==> src/rtl/bls_defs.svh <==
// Timing counts, character codes and fixed figures of the boot sequencer
`ifndef BLS_DEFS_SVH
`define BLS_DEFS_SVH
`define BLS_CLK_HZ       250000000
`define BLS_SETTLE_MS    1000
`define BLS_SETTLE_CYC   (`BLS_CLK_HZ / 1000 * `BLS_SETTLE_MS)
`define BLS_BAUD_REF     9600
`define BLS_BIT_CYC      (`BLS_CLK_HZ / `BLS_BAUD_REF)
`define BLS_FRAME_BITS   10
`define BLS_ECHO_CHARS   15
`define BLS_BREAK_FRAMES 2
`define BLS_CHAR_TERM    8'h67
`define BLS_CHAR_CONT    8'h10
`define BLS_DIGIT_LO     8'h30
`define BLS_DIGIT_HI     8'h37
`endif

==> src/rtl/bls_unused_placeholder_removed.sv <==
// Intentionally empty compilation unit
`default_nettype none
`default_nettype wire

==> src/rtl/bls_pkg.sv <==
// Types shared by the boot sequencer
`default_nettype none
package bls_pkg;
  typedef enum logic [2:0] {
    ST_PWRUP = 3'h0,
    ST_IDLE  = 3'h1,
    ST_WAIT  = 3'h2,
    ST_SEEK  = 3'h3,
    ST_BRK   = 3'h4,
    ST_FETCH = 3'h5,
    ST_SEND  = 3'h6,
    ST_GAP   = 3'h7
  } bls_state_t;

  typedef struct packed {
    logic       valid;
    logic [7:0] data;
  } bls_char_t;

  typedef struct packed {
    logic       clear;
    logic       valid;
    logic [7:0] data;
  } bls_ck_t;
endpackage : bls_pkg
`default_nettype wire

==> src/rtl/bls_boot_seq.sv <==
// Boot sequencer: switch watch, tape rewind, Break, paced character stream, checksum
// Notes on behaviour
// RULE1: After power-up sample the switch; if closed wait one second then boot.
// RULE2: In idle an open-then-close of the switch starts a one-second wait then boot.
// RULE3: Boot first positions drive 0 to block 0, then sends Break.
// RULE4: After Break, fetch characters from tape and send each, with a gap after each.
// RULE5: After a digit 0 to 7 the gap is one character time at 9600 baud.
// RULE6: After any other character the gap covers fifteen echoed characters.
// RULE7: Return to idle right after sending the terminating character 0x67.
// RULE8: Host serial port runs at 9600, 19200 or 38400 baud during boot.
// RULE9: Idle with a cartridge present, the Continue byte 0x10 has been sent.
// RULE10: Checksum is a 16-bit sum of little-endian byte pairs, end-around carry.
// RULE11: Switch activity is ignored while booting and honoured again in idle.
// RULE12: Break holds the transmit line at space for longer than one frame.
`include "bls_defs.svh"
`default_nettype none
module bls_boot_seq #(
  parameter int unsigned SETTLE_CYC = `BLS_SETTLE_CYC,
  parameter int unsigned BIT_CYC    = `BLS_BIT_CYC
) (
  // Clock and reset
  input  wire logic              CORE_CLK,
  input  wire logic              RST_N,
  // Boot switch, low while closed
  input  wire logic              BOOT_SWITCH_PIN,
  // Serial line
  input  wire logic [1:0]        BAUD_SEL,
  output logic                   TX_LINE,
  // Tape drive 0
  input  wire logic              CART_PRESENT,
  output logic                   TAPE_SEEK_REQ,
  input  wire logic              TAPE_SEEK_DONE,
  output logic                   TAPE_CHAR_REQ,
  input  wire bls_pkg::bls_char_t TAPE_CHAR,
  // Status
  output logic                   BOOT_ACTIVE,
  // Packet checksum
  input  wire bls_pkg::bls_ck_t  CK_IN,
  output logic [15:0]            CK_SUM
);
  import bls_pkg::*;

  localparam logic [31:0] SETTLE = 32'(SETTLE_CYC);
  localparam logic [31:0] BIT_T  = 32'(BIT_CYC);
  localparam logic [31:0] GAP_DIG  = 32'(`BLS_FRAME_BITS) * BIT_T;
  localparam logic [31:0] GAP_CTRL = 32'(`BLS_ECHO_CHARS) * GAP_DIG;

  bls_state_t  state_reg;
  logic [31:0] timer_reg;
  logic [7:0]  char_reg;
  logic        saw_open_reg;
  logic        cont_sent_reg;
  logic [9:0]  tx_shift_reg;
  logic [3:0]  tx_bits_reg;
  logic [31:0] tx_cnt_reg;
  logic        tx_busy_reg;
  logic        ck_hi_reg;
  logic        send_started_reg;
  logic [31:0] bit_cyc;
  logic [31:0] brk_cyc;
  logic        sw_closed;
  logic        is_digit;
  logic        send_go;
  logic        cont_go;
  logic        tx_go;
  logic [7:0]  tx_data;

  function automatic logic [15:0] ck_add(input logic [15:0] a, input logic [15:0] b);
    logic [16:0] s;
    s = {1'b0, a} + {1'b0, b};
    return s[15:0] + {15'h0000, s[16]};
  endfunction : ck_add

  assign sw_closed = ~BOOT_SWITCH_PIN;
  assign is_digit  = (char_reg >= `BLS_DIGIT_LO) && (char_reg <= `BLS_DIGIT_HI);
  // Code 3 on the rate select is taken as 38400
  assign bit_cyc   = BIT_T >> ((BAUD_SEL == 2'h3) ? 2'h2 : BAUD_SEL);
  assign brk_cyc   = 32'(`BLS_BREAK_FRAMES * `BLS_FRAME_BITS) * bit_cyc;
  assign send_go   = (state_reg == ST_SEND) && !tx_busy_reg;
  assign cont_go   = (state_reg == ST_IDLE) && CART_PRESENT && !cont_sent_reg && !tx_busy_reg;
  assign tx_go     = send_go || cont_go;
  assign tx_data   = send_go ? char_reg : `BLS_CHAR_CONT;

  // Sequencer, its timer and the tape handshakes
  always_ff @(posedge CORE_CLK or negedge RST_N) begin
    if (!RST_N) begin
      state_reg     <= ST_PWRUP;
      timer_reg     <= 32'h0000_0000;
      char_reg      <= 8'h00;
      TAPE_SEEK_REQ <= 1'b0;
      TAPE_CHAR_REQ <= 1'b0;
    end else begin
      case (state_reg)
        ST_PWRUP: begin
          timer_reg <= SETTLE;
          state_reg <= sw_closed ? ST_WAIT : ST_IDLE; // RULE1
        end
        ST_IDLE: begin
          if (saw_open_reg && sw_closed) begin
            timer_reg <= SETTLE;
            state_reg <= ST_WAIT; // RULE2
          end
        end
        ST_WAIT: begin
          if (timer_reg == 32'h0000_0000) begin
            state_reg     <= ST_SEEK;
            TAPE_SEEK_REQ <= 1'b1; // RULE3
          end else begin
            timer_reg <= timer_reg - 32'h0000_0001;
          end
        end
        ST_SEEK: begin
          if (TAPE_SEEK_DONE) begin
            TAPE_SEEK_REQ <= 1'b0;
          end
          if (!TAPE_SEEK_REQ && !tx_busy_reg) begin
            timer_reg <= brk_cyc;
            state_reg <= ST_BRK; // RULE3
          end
        end
        ST_BRK: begin
          if (timer_reg == 32'h0000_0000) begin
            state_reg     <= ST_FETCH;
            TAPE_CHAR_REQ <= 1'b1; // RULE4
          end else begin
            timer_reg <= timer_reg - 32'h0000_0001;
          end
        end
        ST_FETCH: begin
          if (TAPE_CHAR.valid) begin
            char_reg      <= TAPE_CHAR.data;
            TAPE_CHAR_REQ <= 1'b0;
            state_reg     <= ST_SEND; // RULE4
          end
        end
        ST_SEND: begin
          // Gap starts once the frame is fully on the line; none after the terminator
          if (send_started_reg && !tx_busy_reg) begin
            if (char_reg == `BLS_CHAR_TERM) begin
              state_reg <= ST_IDLE; // RULE7
            end else begin
              timer_reg <= is_digit ? GAP_DIG : GAP_CTRL; // RULE5 RULE6
              state_reg <= ST_GAP;
            end
          end
        end
        ST_GAP: begin
          if (timer_reg != 32'h0000_0000) begin
            timer_reg <= timer_reg - 32'h0000_0001;
          end else begin
            state_reg     <= ST_FETCH;
            TAPE_CHAR_REQ <= 1'b1; // RULE4
          end
        end
        default: state_reg <= ST_IDLE;
      endcase
    end
  end

  // Send holds a flag for one pass through the frame
  always_ff @(posedge CORE_CLK or negedge RST_N) begin
    if (!RST_N) begin
      send_started_reg <= 1'b0;
    end else begin
      send_started_reg <= (state_reg == ST_SEND) && (send_go || send_started_reg);
    end
  end

  // Switch edge memory, only armed in idle
  always_ff @(posedge CORE_CLK or negedge RST_N) begin
    if (!RST_N) begin
      saw_open_reg <= 1'b0;
    end else if (state_reg != ST_IDLE) begin
      saw_open_reg <= 1'b0; // RULE11
    end else if (!sw_closed) begin
      saw_open_reg <= 1'b1; // RULE2
    end else if (saw_open_reg) begin
      saw_open_reg <= 1'b0;
    end
  end

  // Continue byte once per idle stay with a cartridge
  always_ff @(posedge CORE_CLK or negedge RST_N) begin
    if (!RST_N) begin
      cont_sent_reg <= 1'b0;
    end else if (cont_go) begin
      cont_sent_reg <= 1'b1; // RULE9
    end else if (!CART_PRESENT || (state_reg != ST_IDLE)) begin
      cont_sent_reg <= 1'b0;
    end
  end

  // Transmit serializer, 8N1, lsb first
  always_ff @(posedge CORE_CLK or negedge RST_N) begin
    if (!RST_N) begin
      tx_shift_reg <= 10'h3FF;
      tx_bits_reg  <= 4'h0;
      tx_cnt_reg   <= 32'h0000_0000;
      tx_busy_reg  <= 1'b0;
    end else if (tx_go && !(send_go && send_started_reg)) begin
      tx_shift_reg <= {1'b1, tx_data, 1'b0};
      tx_bits_reg  <= 4'(`BLS_FRAME_BITS);
      tx_cnt_reg   <= bit_cyc - 32'h0000_0001;
      tx_busy_reg  <= 1'b1;
    end else if (tx_busy_reg) begin
      if (tx_cnt_reg == 32'h0000_0000) begin
        tx_shift_reg <= {1'b1, tx_shift_reg[9:1]};
        tx_bits_reg  <= tx_bits_reg - 4'h1;
        tx_cnt_reg   <= bit_cyc - 32'h0000_0001;
        tx_busy_reg  <= (tx_bits_reg != 4'h1);
      end else begin
        tx_cnt_reg <= tx_cnt_reg - 32'h0000_0001;
      end
    end
  end

  // Line driver and status
  always_ff @(posedge CORE_CLK or negedge RST_N) begin
    if (!RST_N) begin
      TX_LINE     <= 1'b1;
      BOOT_ACTIVE <= 1'b0;
    end else begin
      TX_LINE     <= (state_reg == ST_BRK) ? 1'b0 : (!tx_busy_reg || tx_shift_reg[0]); // RULE12
      BOOT_ACTIVE <= (state_reg != ST_IDLE) && (state_reg != ST_PWRUP);
    end
  end

  // Checksum: even bytes add low, odd bytes add high
  always_ff @(posedge CORE_CLK or negedge RST_N) begin
    if (!RST_N) begin
      CK_SUM    <= 16'h0000;
      ck_hi_reg <= 1'b0;
    end else if (CK_IN.clear) begin
      CK_SUM    <= CK_IN.valid ? {8'h00, CK_IN.data} : 16'h0000;
      ck_hi_reg <= CK_IN.valid;
    end else if (CK_IN.valid) begin
      CK_SUM    <= ck_add(CK_SUM, ck_hi_reg ? {CK_IN.data, 8'h00} : {8'h00, CK_IN.data}); // RULE10
      ck_hi_reg <= !ck_hi_reg;
    end
  end
endmodule : bls_boot_seq
`default_nettype wire

==> config.mk <==
export PLATFORM = sky130hd
export DESIGN_NAME = bls_boot_seq
export DESIGN_NICKNAME = d
export VERILOG_FILES = /design/src/rtl/bls_unused_placeholder_removed.sv /design/src/rtl/bls_pkg.sv /design/src/rtl/bls_boot_seq.sv
export VERILOG_INCLUDE_DIRS = /design/src /design/src/rtl
export SDC_FILE = /design/constraint.sdc
export NUM_CORES = 1
export LEC_CHECK = 0
export ABC_AREA = 1
export BUFFER_PORTS_ARGS = -buffer_cell sky130_fd_sc_hd__buf_2
export CORE_ASPECT_RATIO = 1.25
export CORE_UTILIZATION = 60
export CTS_BUF_LIST = sky130_fd_sc_hd__clkbuf_8
export CTS_CLUSTER_DIAMETER = 200
export DETAILED_ROUTE_END_ITERATION = 8
export PLACE_DENSITY = 0.81
export SLEW_MARGIN = 20
export SYNTH_ARGS = -nofsm -noshare
export SYNTH_HDL_FRONTEND = slang
export SYNTH_SLANG_ARGS = --single-unit
==> constraint.sdc <==
create_clock -name CORE_CLK -period 4.7 [get_ports CORE_CLK]
set_clock_uncertainty 0.15 [all_clocks]
set_input_delay 0.94 -clock CORE_CLK [delete_from_list [all_inputs] [get_ports CORE_CLK]]
set_output_delay 0.94 -clock CORE_CLK [all_outputs]
set_load 0.05 [all_outputs]
Word-level counts from Yosys, hierarchy flattened
Cells that the tools add are included.
Storage, ports and cells
  register bits: 114
  input port bits: 26
Operators by class
  add/sub/neg operators: 6
  multiply operators: 1
  order comparisons: 2
  equal/unequal tests: 22
  shift-type cells: 1
  muxes and demuxes: 49
  bitwise operators: 1
  reduce and logical (&&, ||, !) cells: 41
Operators with widths (count)
  two-way mux 32 bit: 9
  one-hot mux 32 bit (6 select lines): 1
  subtractor 32 x 1 -> 32 bit (second input constant): 3
  zero test 32 bit: 2
  two-way mux 16 bit: 3
  multiplier 3 x 32 -> 30 bit (first input constant): 1
  nonzero test 32 bit: 1
  >> shifter 15 x 2 -> 32 bit (first input constant): 1
  two-way mux 10 bit: 3
  two-way mux 3 bit: 8
  one-hot mux 3 bit (8 select lines): 1
  two-way mux 22 bit: 1
  != test 2 bit (second input constant): 10
  adder 16 x 16 -> 17 bit: 1
  adder 16 x 1 -> 16 bit: 1
  two-way mux 8 bit: 2
  two-way mux 1 bit: 14
  AND reduction 7 bit: 2
  equality test 3 bit (second input constant): 4
  logical AND 1 bit: 12
  two-way mux 4 bit: 3
  nonzero test 2 bit: 5
  equality test 8 x 7 -> 1 bit (second input constant): 1
  >= comparator 8 x 6 -> 1 bit (second input constant): 1
  21 further kinds: 33

Longest topological paths before layout
Gate-level depths: netlist of the first run.
  depth after elaboration: 8
  gate-level depth with buffers: 25
  mapped depth without buffers: 24

Worst setup path after synthesis of the first run
OpenSTA, ideal clock, no wires.
  kind: input -> register
  from: in CK_IN[0] in the netlist's numbering
  to: reg CK_SUM[12]
  setup time: 76 ps
  arrival: 3406 ps
  required time: 4474 ps
  setup slack: 1067 ps
  stages on the path: 24
  buffers on the path: 0
  path through: inv_1 nor2_1 ha_1 fa_1 nand2_1 nand2_1 nand3_1 nand2_1 nand3b_1 nand2_1 a21oi_1 o21bai_1 ha_1 ha_1 inv_1 nor2_1 nand3_1 nor2_2 nand3_1 nor2_1 nand3_1 nand2_1 nand2_1 o21ai_1
On the way
  word-level cells in the longest chain between the ends: 5
Ends and longest elaborated chain
  start: declaration: line bls_boot_seq.sv:38  | input wire bls_pkg::bls_ck_t CK_IN,
  two-way mux 16 bit: line bls_boot_seq.sv:237  | CK_SUM <= ck_add(CK_SUM, ck_hi_reg ? {CK_IN.data, 8'h00} : {8'h00, CK_IN.data});
  adder 16 x 16 -> 17 bit: line bls_boot_seq.sv:70  | s = {1'b0, a} + {1'b0, b};
  adder 16 x 1 -> 16 bit: line bls_boot_seq.sv:71  | return s[15:0] + {15'h0000, s[16]};
  two-way mux 16 bit: line bls_boot_seq.sv:236  | end else if (CK_IN.valid) begin
  two-way mux 16 bit: line bls_boot_seq.sv:233  | end else if (CK_IN.clear) begin
  end signal: assignment: line bls_boot_seq.sv:234  | CK_SUM <= CK_IN.valid ? {8'h00, CK_IN.data} : 16'h0000;
  end signal: assignment: line bls_boot_seq.sv:237
  end: declaration: line bls_boot_seq.sv:39  | output logic [15:0] CK_SUM
Every way passes these cells. The select of a mux whose other input is x is not followed.
A chain may end at the register's enable or synchronous reset.

Final worst setup path of the first run
  from: reg ck_hi_reg
  to: reg CK_SUM[12]
On the way
  word-level cells in the longest chain between the ends: 5
Ends and longest elaborated chain
  start: declaration: line bls_boot_seq.sv:57  | logic ck_hi_reg;
  start signal: assignment: line bls_boot_seq.sv:235  | ck_hi_reg <= CK_IN.valid;
  start signal: assignment: line bls_boot_seq.sv:238  | ck_hi_reg <= !ck_hi_reg;
  two-way mux 16 bit: line bls_boot_seq.sv:237
  adder 16 x 16 -> 17 bit: line bls_boot_seq.sv:70
  adder 16 x 1 -> 16 bit: line bls_boot_seq.sv:71
  two-way mux 16 bit: line bls_boot_seq.sv:236
  two-way mux 16 bit: line bls_boot_seq.sv:233
Every way passes these cells. The select of a mux whose other input is x is not followed.

==> impl_metrics.toml, run 1 <==
[timing]
fin_crit_ns = 3.87
fmaxAchievable_ghz = 0.258
slew_viol_final = 0
fin_setup_tns_ns = 0
period_share_pct = 82.4
finalHoldViolCount = 0
whs_ns = 0.327
relSlewSlack_pct = 53.7
setup_violations = 0
worst_slew_pin_slew_ns = 0.694
rsz0062_at_grt = "false"

[clocking]
clock_path_buffers = 2
cts_tree = "built"
cts-hold-fix-buffers = 0
worstSkewPairLatency_ns = 0.45
clk_pin_slew_ns = 0.08
cts_resized = 0
cts_buffers = 17
cts-root-buf = "clkbuf_8"
htree_levels = 4
cts_sinks = 113
cts_setup_buffers = 0

[worst_setup_path]
slowest_stage = "dfrtp_1"
worst-path-max-fanout = 17
crit_chain = "nor2_1 > ha_1 > fa_1 > nand2_1 > nand2_1 > nand3_1 > nand2_1 > nand3b_1 > nand2_1 > a21oi_1 > o21bai_1 > ha_1 > ha_1 > inv_1 > nor2_1 > nand3_1 > nor2_2 > nand3_1 > nor2_1 > nand3_1 > nand2_1 > nand2_1 > o21ai_1"
crit_type = "flop to flop"
worstSetupStartpointType = "flop"
path_delay_family = "simple AND/OR/NAND/NOR gates"
worstPathRequired_ns = 4.93
cp-end-kind = "flop"
slowest_delay_ns = 0.64
critPathBufInv = 1
cp.arrival_ns = 4.11
cp_common_cell = "nand2_1"

[min_path]
min_path_type = "flop to flop"

[place]
numPortBuffers = 45
place.gp.congestion = 0.997
place_inst = 1382
hpwl_um = 14900
placed_area_um2 = 8360

[routing]
wire_per_inst_um = 14.1
postRouteAntennaNets = 0
dr.pass1.iters = 5
avgViaCountPerCell = 5.56
detailroute.via_count = 7857
drc = 0
drt_iter0_markers = 544
routed_wl_um = 19900

[grt]
antenna_found_initial = 0
grt_overflow = 0
grt_pass1_vias = 7431
grt_pass1_wl_um = 33500
grt_usage_pct = 30.1
grt_max_degree = 54

[outcome]
status = "completed"

[floorplanning]
row_count = 46
ioPinCount = 46
die_area_um2 = 13900
die_w_um = 106
start_util_pct = 62.4
core_area_um2 = 12900
dieHeight_um = 131

[synthesis]
synth_warnings = 0
synth_flop_cell = "dfrtp_1"
ys_async_sr_fraction_pct = 100
synth-seq-area-share_pct = 35.3
synth_seq_cells = 113
synth_cell_types = 48
synth_area_um2 = 8040
synthCells = 1187
syn-mean-instance-area_um2 = 6.78
syn_nets = 1240
synth_edf_count = 0

[finish]
regArea_um2 = 2840
multi_input_area_um2 = 4400
area_growth_pct = 8.57
final_nets = 1286
fillers = 1162
fin_area_um2 = 8730
stdcell_count = 1414
drive_gt1_share_pct = 10.4
diodes = 0

[pwr]
peakVddDrop_v = 0.000321
p_leak_nw = 4.64
powerDensity_nw_per_um2 = 304
finalPower_mw = 2.65

[job]
cap_viol_max_count = 0
-- synthesized netlist by cell type, types with 2 or more instances --
library cell	n	area share [%]
xnor2_1	3	0.33
nor2_1	180	8.4
xor2_1	27	2.9
inv_4	2	0.16
nand3_1	83	5.2
dfrtp_1	103	32
ha_1	26	4.0
nor2_2	11	0.86
nand2_4	4	0.56
nor3_1	18	1.1
nand2_2	4	0.31
nor3b_1	4	0.37
o31ai_1	6	0.56
nand4_1	25	1.9
inv_1	170	7.9
o21ai_1	9	0.56
o211ai_1	2	0.19
a31oi_1	17	1.3
clkbuf_1	5	0.23
buf_2	6	0.37
inv_2	2	0.093
a22oi_1	13	1.2
dfstp_2	10	3.3
nand2_1	292	14
o22ai_1	3	0.23
a21oi_1	41	2.6
or2_2	8	0.62
o21ai_0	70	4.4
nand3b_1	6	0.56
o21bai_1	3	0.28
nor2_4	4	0.56
buf_4	5	0.47
buf_6	5	0.70
nor4_1	5	0.39
nor3_2	2	0.25
-- logic make-up after synthesis --
family / share of synthesized area [%]
buffers and inverters: 9.95
xor gates and xnor gates: 3.27
DFF: 35.3
other: 0.0466
and+or+nand+nor: 35.4
adders and majority gates: 4.29
AOI/OAI and AO/OA: 11.8
-- cell type report --
type | count | area share, %
clock buffers | 17 | 2.68
clock inverters | 15 | 1.58
multi-input cells | 879 | 50.4
inverters | 174 | 7.54
repair buffers | 48 | 2.87
flip-flops and latches | 113 | 32.5
well taps | 168 | 2.41
-- worst paths after layout --
check | startpoint | endpoint | slack, ns | cells past startpoint
setup / recovery | ck_hi_reg$_DFFE_PN0P_ | CK_SUM[12]$_DFFE_PN0P_ | 0.83 | 23
hold / removal | tx_shift_reg[5]$_DFFE_PN1P_ | tx_shift_reg[5]$_DFFE_PN1P_ | 0.33 | 2
setup reg to reg | ck_hi_reg$_DFFE_PN0P_ | CK_SUM[12]$_DFFE_PN0P_ | 0.83 | 23
hold reg to reg | tx_shift_reg[5]$_DFFE_PN1P_ | tx_shift_reg[5]$_DFFE_PN1P_ | 0.33 | 2
max in group asynchronous | RST_N | timer_reg[29]$_DFFE_PN0P_ | 3.14 | 2
min in group asynchronous | RST_N | tx_cnt_reg[4]$_DFFE_PN0P_ | 0.39 | 1
-- worst min-delay path, delay by kind of cell, from the launching register on --
kind	cells	cell delay, ns
AO/OA/AOI/OAI	1	0.06
buffers and inverters	1	0.05
flip-flops	1	0.36
-- report_power, final --
part / switching, mW / internal (mW)
Combinational: 0.445 / 0.211
Sequential: 0.0722 / 1.04
Clock: 0.458 / 0.421
Total: 0.975 / 1.68
-- placed cells by master (no fill, tap or decap), drive strengths merged --
cell        n
nand2     300
nor2      195
inv       178
dfrtp     103
nand3      84
o21ai      79
buf        48
a21oi      42
xor2       27
ha         26
nand4      25
nor3       20
a31oi      17
clkbuf     17
a22oi      13
dfstp      10
or2         9
nand3b      6
o31ai       6
nor4        6
clkinv      6
nor3b       4
clkinvlp    4
o21bai      3
xnor2       3
o22ai       3
o211ai      2
a21o        1
and3        1
a21boi      1
and2        1
and3b       1
a211oi      1
a32o        1
fa          1
conb        1
bufinv      1
-- per-layer routing --
| layer | vias up | GRT usage [%] | part of all wire (%) |
|---|---|---|---|
| met4 | 0 | 13.3 | 3.8 |
| met3 | 67 | 6.75 | 6.6 |
| met2 | 280 | 51.4 | 49 |
| met1 | 3589 | 36.2 | 41 |
| li1 | 3921 | - | - |
| met5 | - | 0 | 0 |
-- metrics by stage --
| step | worst slack [ns] | utilization (%) |
|---|---|---|
| floorplan | 1.07 | - |
| global placement | 0.625 | 64.9 |
| detailed placement | 0.509 | 64.9 |
| CTS | 0.873 | 67.7 |
| global route | 0.383 | 67.7 |
| finish | 0.829 | 67.7 |
Note: power is estimated with default switching activity, not from simulation.
==> run 2: changes to the inputs <==
--- a/config.mk
+++ b/config.mk
@@ -6,7 +6,7 @@
 export SDC_FILE = /design/constraint.sdc
 export NUM_CORES = 1
 export LEC_CHECK = 0
-export ABC_AREA = 1
+export ABC_AREA = 0
 export BUFFER_PORTS_ARGS = -buffer_cell sky130_fd_sc_hd__buf_2
 export CORE_ASPECT_RATIO = 1.25
 export CORE_UTILIZATION = 60
==> constraint.sdc (replaced) <==
create_clock -name CORE_CLK -period 3.85 [get_ports CORE_CLK]
set_clock_uncertainty 0.15 [all_clocks]
set_input_delay 0.77 -clock CORE_CLK [delete_from_list [all_inputs] [get_ports CORE_CLK]]
set_output_delay 0.77 -clock CORE_CLK [all_outputs]
set_load 0.05 [all_outputs]
==> run 2 against run 1 <==
The flow now finishes with violations (negative setup slack). Sequential power increased by 22%. Largest power group unchanged. Clock-buffer cell count increased by 2. Sequential share of layout area decreased by 0.72 points. Critical path depth decreased by 4. Die area decreased by 6.0%. Setup slack got worse by 0.83 ns. Design area increased by 2.3%.
==> impl_metrics.toml, run 2 <==
[pwr]
peakVddDrop_v = 0.000270
powerDensity_nw_per_um2 = 422
p_leak_nw = 3.98

[synthesis]
synth.largest_area_cell = "dfrtp_1"
synth_cell_types = 85
synth_most_common_cell = "dfrtp_1"
synthCells = 878
syn-mean-instance-area_um2 = 8.61
synth_warnings = 0
ys_top_cells_by_count = "103 x dfrtp_1, 92 x o21ai_0, 87 x nor2_1, 69 x nand2_1, 50 x a21oi_1"
synth_area_um2 = 7560
netlist_top_cells_area = "dfrtp_1 34%, o21ai_0 6.1%, nor2_1 4.3%, ha_1 4.3%, dfstp_2 3.5%"
synth_flop_cell = "dfrtp_1"
ys_async_sr_fraction_pct = 100
synth_top_area_share_pct = 34.1
synth_edf_count = 0
synth-seq-area-share_pct = 37.6
syn_nets = 931
synth_seq_cells = 113

[grt]
grt_usage_pct = 31.1
grt_pass1_wl_um = 31600
grt_overflow = 0
grt_pass1_vias = 6834
grt_max_degree = 81
antenna_found_initial = 0

[routing]
routed_wl_um = 19800
postRouteAntennaNets = 0
drc = 0
drt_iter0_markers = 533
detailroute.via_count = 7119
avgViaCountPerCell = 6.26
dr.pass1.iters = 5
wire_per_inst_um = 17.4

[timing]
worst_slew_pin_slew_ns = 0.884
finalHoldViolCount = 0
relSlewSlack_pct = 40.9
slew_viol_final = 0
fin_crit_ns = 3.85
period_share_pct = 100
setup_violations = 1
fin_setup_tns_ns = -0.00433
rsz0062_at_grt = "true"
fmaxAchievable_ghz = 0.259
final.setup.worst_slack_ns = -0.00433

[worst_setup_path]
path_delay_family = "compound AO/OA/AOI/OAI gates"
worstPathRequired_ns = 4.05
rr_endpoint = "CK_SUM[12]$_DFFE_PN0P_"
critPathBufInv = 1
cp-end-kind = "flop"
cp.arrival_ns = 4.06
worstSetupStartpointType = "primary input"
crit_chain = "buf_6 > nor2b_4 > ha_4 > fa_2 > a211oi_4 > o21ai_2 > a211o_1 > a21o_1 > a21o_1 > a21oi_2 > o21bai_1 > ha_2 > ha_4 > nand2_4 > a31oi_4 > nand3_2 > nor2_4 > a41o_1 > a311oi_1"
worstSetupStartpoint = "CK_IN[0]"
rr_worst_depth = 18
crit_type = "primary input to flop"
r2r_setup_slack_ns = 0.01
timing.rr.start = "ck_hi_reg$_DFFE_PN0P_"
slowest_stage = "fa_2"
worst-path-stages = 19
slowest_delay_ns = 0.42
worst-path-max-fanout = 6

[clocking]
clk_pin_slew_ns = 0.07
cts_tree = "built"
htree_levels = 4
cts-root-buf = "clkbuf_8"
worstSkewPairLatency_ns = 0.46
clock_path_buffers = 2
cts-hold-fix-buffers = 0
cts_sinks = 113
cts_buffers = 17

[floorplanning]
start_util_pct = 61.8
core_area_um2 = 12200
die_w_um = 102
dieHeight_um = 127
ioPinCount = 46
row_count = 45
die_area_um2 = 13000

[finish]
layout_commonest_cell = "dfrtp_1"
final_nets = 1014
fillers = 937
fin_util_pct = 73.1
layout_common_cells = "102 x dfrtp_1, 90 x o21ai_0, 86 x nor2_1"
area_growth_pct = 18.2
diodes = 0
drive_gt1_share_pct = 20.7

[place]
hpwl_um = 14000
numPortBuffers = 45
place.gp.congestion = 0.915

[outcome]
status = "finished with violations"
violations = "negative setup slack"

[job]
cap_viol_max_count = 0

[min_path]
min_path_type = "primary input to asynchronous set/reset pin"
run 2: power breakdown:
part	total (mW)	internal [mW]	switching, mW	leakage [nW]
Clock	1.36	0.861	0.497	0.249
Combinational	1.04	0.430	0.614	2.30
Sequential	1.37	1.27	0.103	1.43
run 2: worst max path at each step:
stage,endpoint
6_report,CK_SUM[12]$_DFFE_PN0P_
5_1_grt,CK_SUM[12]$_DFFE_PN0P_
3_3_place_gp,CK_SUM[12]$_DFFE_PN0P_
2_1_floorplan,CK_SUM[12]$_DFFE_PN0P_
4_1_cts,CK_SUM[12]$_DFFE_PN0P_
3_5_place_dp,CK_SUM[12]$_DFFE_PN0P_
run 2: logic make-up (layout without fill, tap and decap cells):
kind of cell,count (synthesis),after routing,synth area share (%)
buffers and inverters,71,167,3.81
AND/OR/NAND/NOR,354,354,25.1
other,1,1,0.0496
XOR/XNOR,33,33,3.83
multiplexers,16,16,2.25
flip-flops,113,113,37.6
adder cells (fa/ha/maj),27,27,4.57
AO/OA/AOI/OAI,263,263,22.9
run 2: layout make-up:
type / instances / area, um2 / share of cell area, %
Clock inverter: 13 / 218 / 2.44
Sequential cell: 113 / 2840 / 31.8
Tap cell: 164 / 205 / 2.30
Timing Repair Buffer: 107 / 719 / 8.05
Clock buffer: 19 / 262 / 2.93
Multi-Input combinational cell: 694 / 4580 / 51.3
Inverter: 28 / 105 / 1.18
run 2: per-layer routing:
layer	share of wire (%)	track usage [%]
met5	0	0
met4	3.3	15.6
met3	4.6	6.29
met2	52	53.8
met1	40	36.1
run 2: metrics by stage:
| stage | worst slack, ns | power [mW] | area, um2 | hold WS, ns | std cells |
|---|---|---|---|---|---|
| 4_1_cts | 0.0252 | 3.72 | 8790 | 0.119 | 1135 |
| 5_1_grt | -0.161 | 3.94 | 8930 | 0.137 | 1138 |
| 6_report | -0.00433 | 3.77 | 8930 | 0.121 | 1138 |
| 2_1_floorplan | -0.205 | 2.00 | 7580 | 0.298 | 878 |
| 3_3_place_gp | -0.413 | 2.32 | 8290 | 0.319 | 1102 |
| 3_5_place_dp | -0.476 | 2.34 | 8290 | 0.331 | 1102 |
run 2: timing repair:
item,in CTS,in global routing
hold endpoints to repair,0,0
gates resized for setup,2,24
buffers inserted,1,4
setup endpoints to repair,3,10
pin swaps,4,17
==> run 3: changes to the inputs <==
--- a/config.mk
+++ b/config.mk
@@ -9,11 +9,11 @@
 export ABC_AREA = 0
 export BUFFER_PORTS_ARGS = -buffer_cell sky130_fd_sc_hd__buf_2
 export CORE_ASPECT_RATIO = 1.25
-export CORE_UTILIZATION = 60
+export CORE_UTILIZATION = 58
 export CTS_BUF_LIST = sky130_fd_sc_hd__clkbuf_8
 export CTS_CLUSTER_DIAMETER = 200
 export DETAILED_ROUTE_END_ITERATION = 8
-export PLACE_DENSITY = 0.81
+export PLACE_DENSITY = 0.82
 export SLEW_MARGIN = 20
 export SYNTH_ARGS = -nofsm -noshare
 export SYNTH_HDL_FRONTEND = slang
==> constraint.sdc (replaced) <==
create_clock -name CORE_CLK -period 3.1 [get_ports CORE_CLK]
set_clock_uncertainty 0.15 [all_clocks]
set_input_delay 0.62 -clock CORE_CLK [delete_from_list [all_inputs] [get_ports CORE_CLK]]
set_output_delay 0.62 -clock CORE_CLK [all_outputs]
set_load 0.05 [all_outputs]
==> run 3 against run 2 <==
The run still ends with negative setup slack left. Combinational power is 48% higher. Via count is 7.4% higher. Global-route usage is 1.3 points higher. Power is 30% higher. Sequential cell count stayed put. Sequential share of layout area is 1.7 points lower. First-iteration DRC count is 42% higher. Design area is 5.5% higher. Clock-buffer cell count is 2 higher. Worst hold slack worse by 0.10 ns. Die area is 3.4% higher. Utilization is 0.98 points higher. Highest routed layer unchanged.
==> impl_metrics.toml, run 3 (synthesis results as in run 2) <==
[floorplanning]
die_area_um2 = 13500
core_area_um2 = 12700
die_w_um = 104
dieHeight_um = 130
start_util_pct = 59.4
row_count = 46
ioPinCount = 46

[grt]
grt_pass1_wl_um = 34900
grt_overflow = 0
grt_usage_pct = 32.4
antenna_found_initial = 0
grt_pass1_vias = 7300
grt_max_degree = 55

[routing]
avgViaCountPerCell = 6.40
postRouteAntennaNets = 0
detailroute.via_count = 7643
drt_iter0_markers = 755
dr.pass1.iters = 5
routed_wl_um = 21600
drc = 0
wire_per_inst_um = 18.1

[finish]
diodes = 0
stdcell_count = 1194
layout_common_cells = "109 x buf_4, 102 x dfrtp_1, 85 x nor2_1"
layout_commonest_cell = "buf_4"
area_growth_pct = 24.8
final_nets = 1066
fin_area_um2 = 9430
fillers = 848
drive_gt1_share_pct = 26.2
fin_util_pct = 74.1

[clocking]
worstSkewPairLatency_ns = 0.44
clk_pin_slew_ns = 0.07
cts-hold-fix-buffers = 0
clock_path_buffers = 2
cts-root-buf = "clkbuf_8"
cts_buffers = 17
cts_tree = "built"
cts_sinks = 113
htree_levels = 4

[pwr]
peakVddDrop_v = 0.000447
powerDensity_nw_per_um2 = 519
finalPower_mw = 4.89
p_leak_nw = 4.25

[timing]
fmaxAchievable_ghz = 0.267
whs_ns = 0.0187
relSlewSlack_pct = 51.6
setup_violations = 15
finalHoldViolCount = 0
rsz0062_at_grt = "true"
fin_setup_tns_ns = -7.66
slew_viol_final = 0
worst_slew_pin_slew_ns = 0.718
fin_crit_ns = 3.74
period_share_pct = 121
final.setup.worst_slack_ns = -0.644

[worst_setup_path]
worst-path-max-fanout = 6
crit_chain = "buf_6 > buf_4 > nor2b_1 > ha_1 > o21a_1 > o2111a_1 > a211o_1 > a21o_1 > a21o_1 > a21oi_2 > o21bai_2 > ha_4 > ha_4 > nand2_4 > a31oi_4 > nand3_2 > nor2_4 > a31o_2 > a311oi_2"
cp-endpoint = "CK_SUM[14]$_DFFE_PN0P_"
cp.arrival_ns = 3.95
timing.rr.start = "ck_hi_reg$_DFFE_PN0P_"
worstPathRequired_ns = 3.30
rr_worst_depth = 19
cp-end-kind = "flop"
slowest_stage = "dfrtp_2"
rr_endpoint = "CK_SUM[14]$_DFFE_PN0P_"
worstSetupStartpoint = "ck_hi_reg$_DFFE_PN0P_"
r2r_setup_slack_ns = -0.64
crit_type = "flop to flop"
worstSetupStartpointType = "flop"
slowest_delay_ns = 0.45

[place]
hpwl_um = 14900
placed_area_um2 = 8650
dp_slack_ns = -1.18
place.gp.congestion = 0.980
numPortBuffers = 45
place_inst = 1152

[outcome]
violations = "negative setup slack"
status = "finished with violations"

[min_path]
min_path_type = "primary input to asynchronous set/reset pin"

[job]
cap_viol_max_count = 0
## run 3: changes by cell type in the layout (fill, tap and decap cells not counted), sizes merged
cell	before	now
buf	107	159
clkbuf	19	21
bufinv	6	5
clkinv	4	5
clkinvlp	1	0
inv	30	29
## run 3: worst max-delay path: cells and delay by family (launching register included)
| kind | cells | cell delay, ns |
|---|---|---|
| and+or+nand+nor | 4 | 0.41 |
| DFF | 1 | 0.45 |
| adders and majority gates | 3 | 0.62 |
| AOI/OAI and AO/OA | 10 | 1.73 |
| buffers and inverters | 2 | 0.29 |
## run 3: worst min-delay path by stage
stage	startpoint	end	slack, ns	cells past startpoint
after floorplan	RST_N	BOOT_ACTIVE$_DFF_PN0_	0.17	0
after global placement	tx_shift_reg[5]$_DFFE_PN1P_	tx_shift_reg[5]$_DFFE_PN1P_	0.32	2
after detailed placement	tx_cnt_reg[24]$_DFFE_PN0P_	tx_cnt_reg[24]$_DFFE_PN0P_	0.33	1
after CTS	RST_N	timer_reg[5]$_DFFE_PN0P_	0.03	1
after global routing	RST_N	timer_reg[5]$_DFFE_PN0P_	0.05	1
final	RST_N	timer_reg[5]$_DFFE_PN0P_	0.02	1
## run 3: repair_timing
item	4_1_cts	5_1_grt
pin swaps	17	26
setup endpoints to repair	16	16
hold endpoints to repair	0	0
resized for setup	20	25
buffers inserted	4	6
gates cloned	0	0
## run 3: final cells by class
class	count	area [um2]	share of cell area (%)
clock buffers	21	289	3.07
clock inverters	11	185	1.96
inverters	28	105	1.11
multi-input cells	694	4670	49.6
flip-flops and latches	113	2840	30.1
well taps	168	210	2.23
repair buffers	159	1120	11.9
## run 3: report_power, final
group | total (mW) | switching, mW | internal (mW)
combinational | 1.54 | 0.852 | 0.687
clock | 1.66 | 0.618 | 1.04
sequential | 1.69 | 0.122 | 1.57
## run 3: routing by layer
| metal | share of wire (%) | vias to the layer above | track usage (%) |
|---|---|---|---|
| li1 | - | 3519 | - |
| met1 | 40 | 3688 | 39.2 |
| met2 | 51 | 362 | 56.2 |
| met3 | 6.1 | 74 | 5.73 |
| met4 | 3.7 | 0 | 16.0 |
| met5 | 0 | - | 0 |
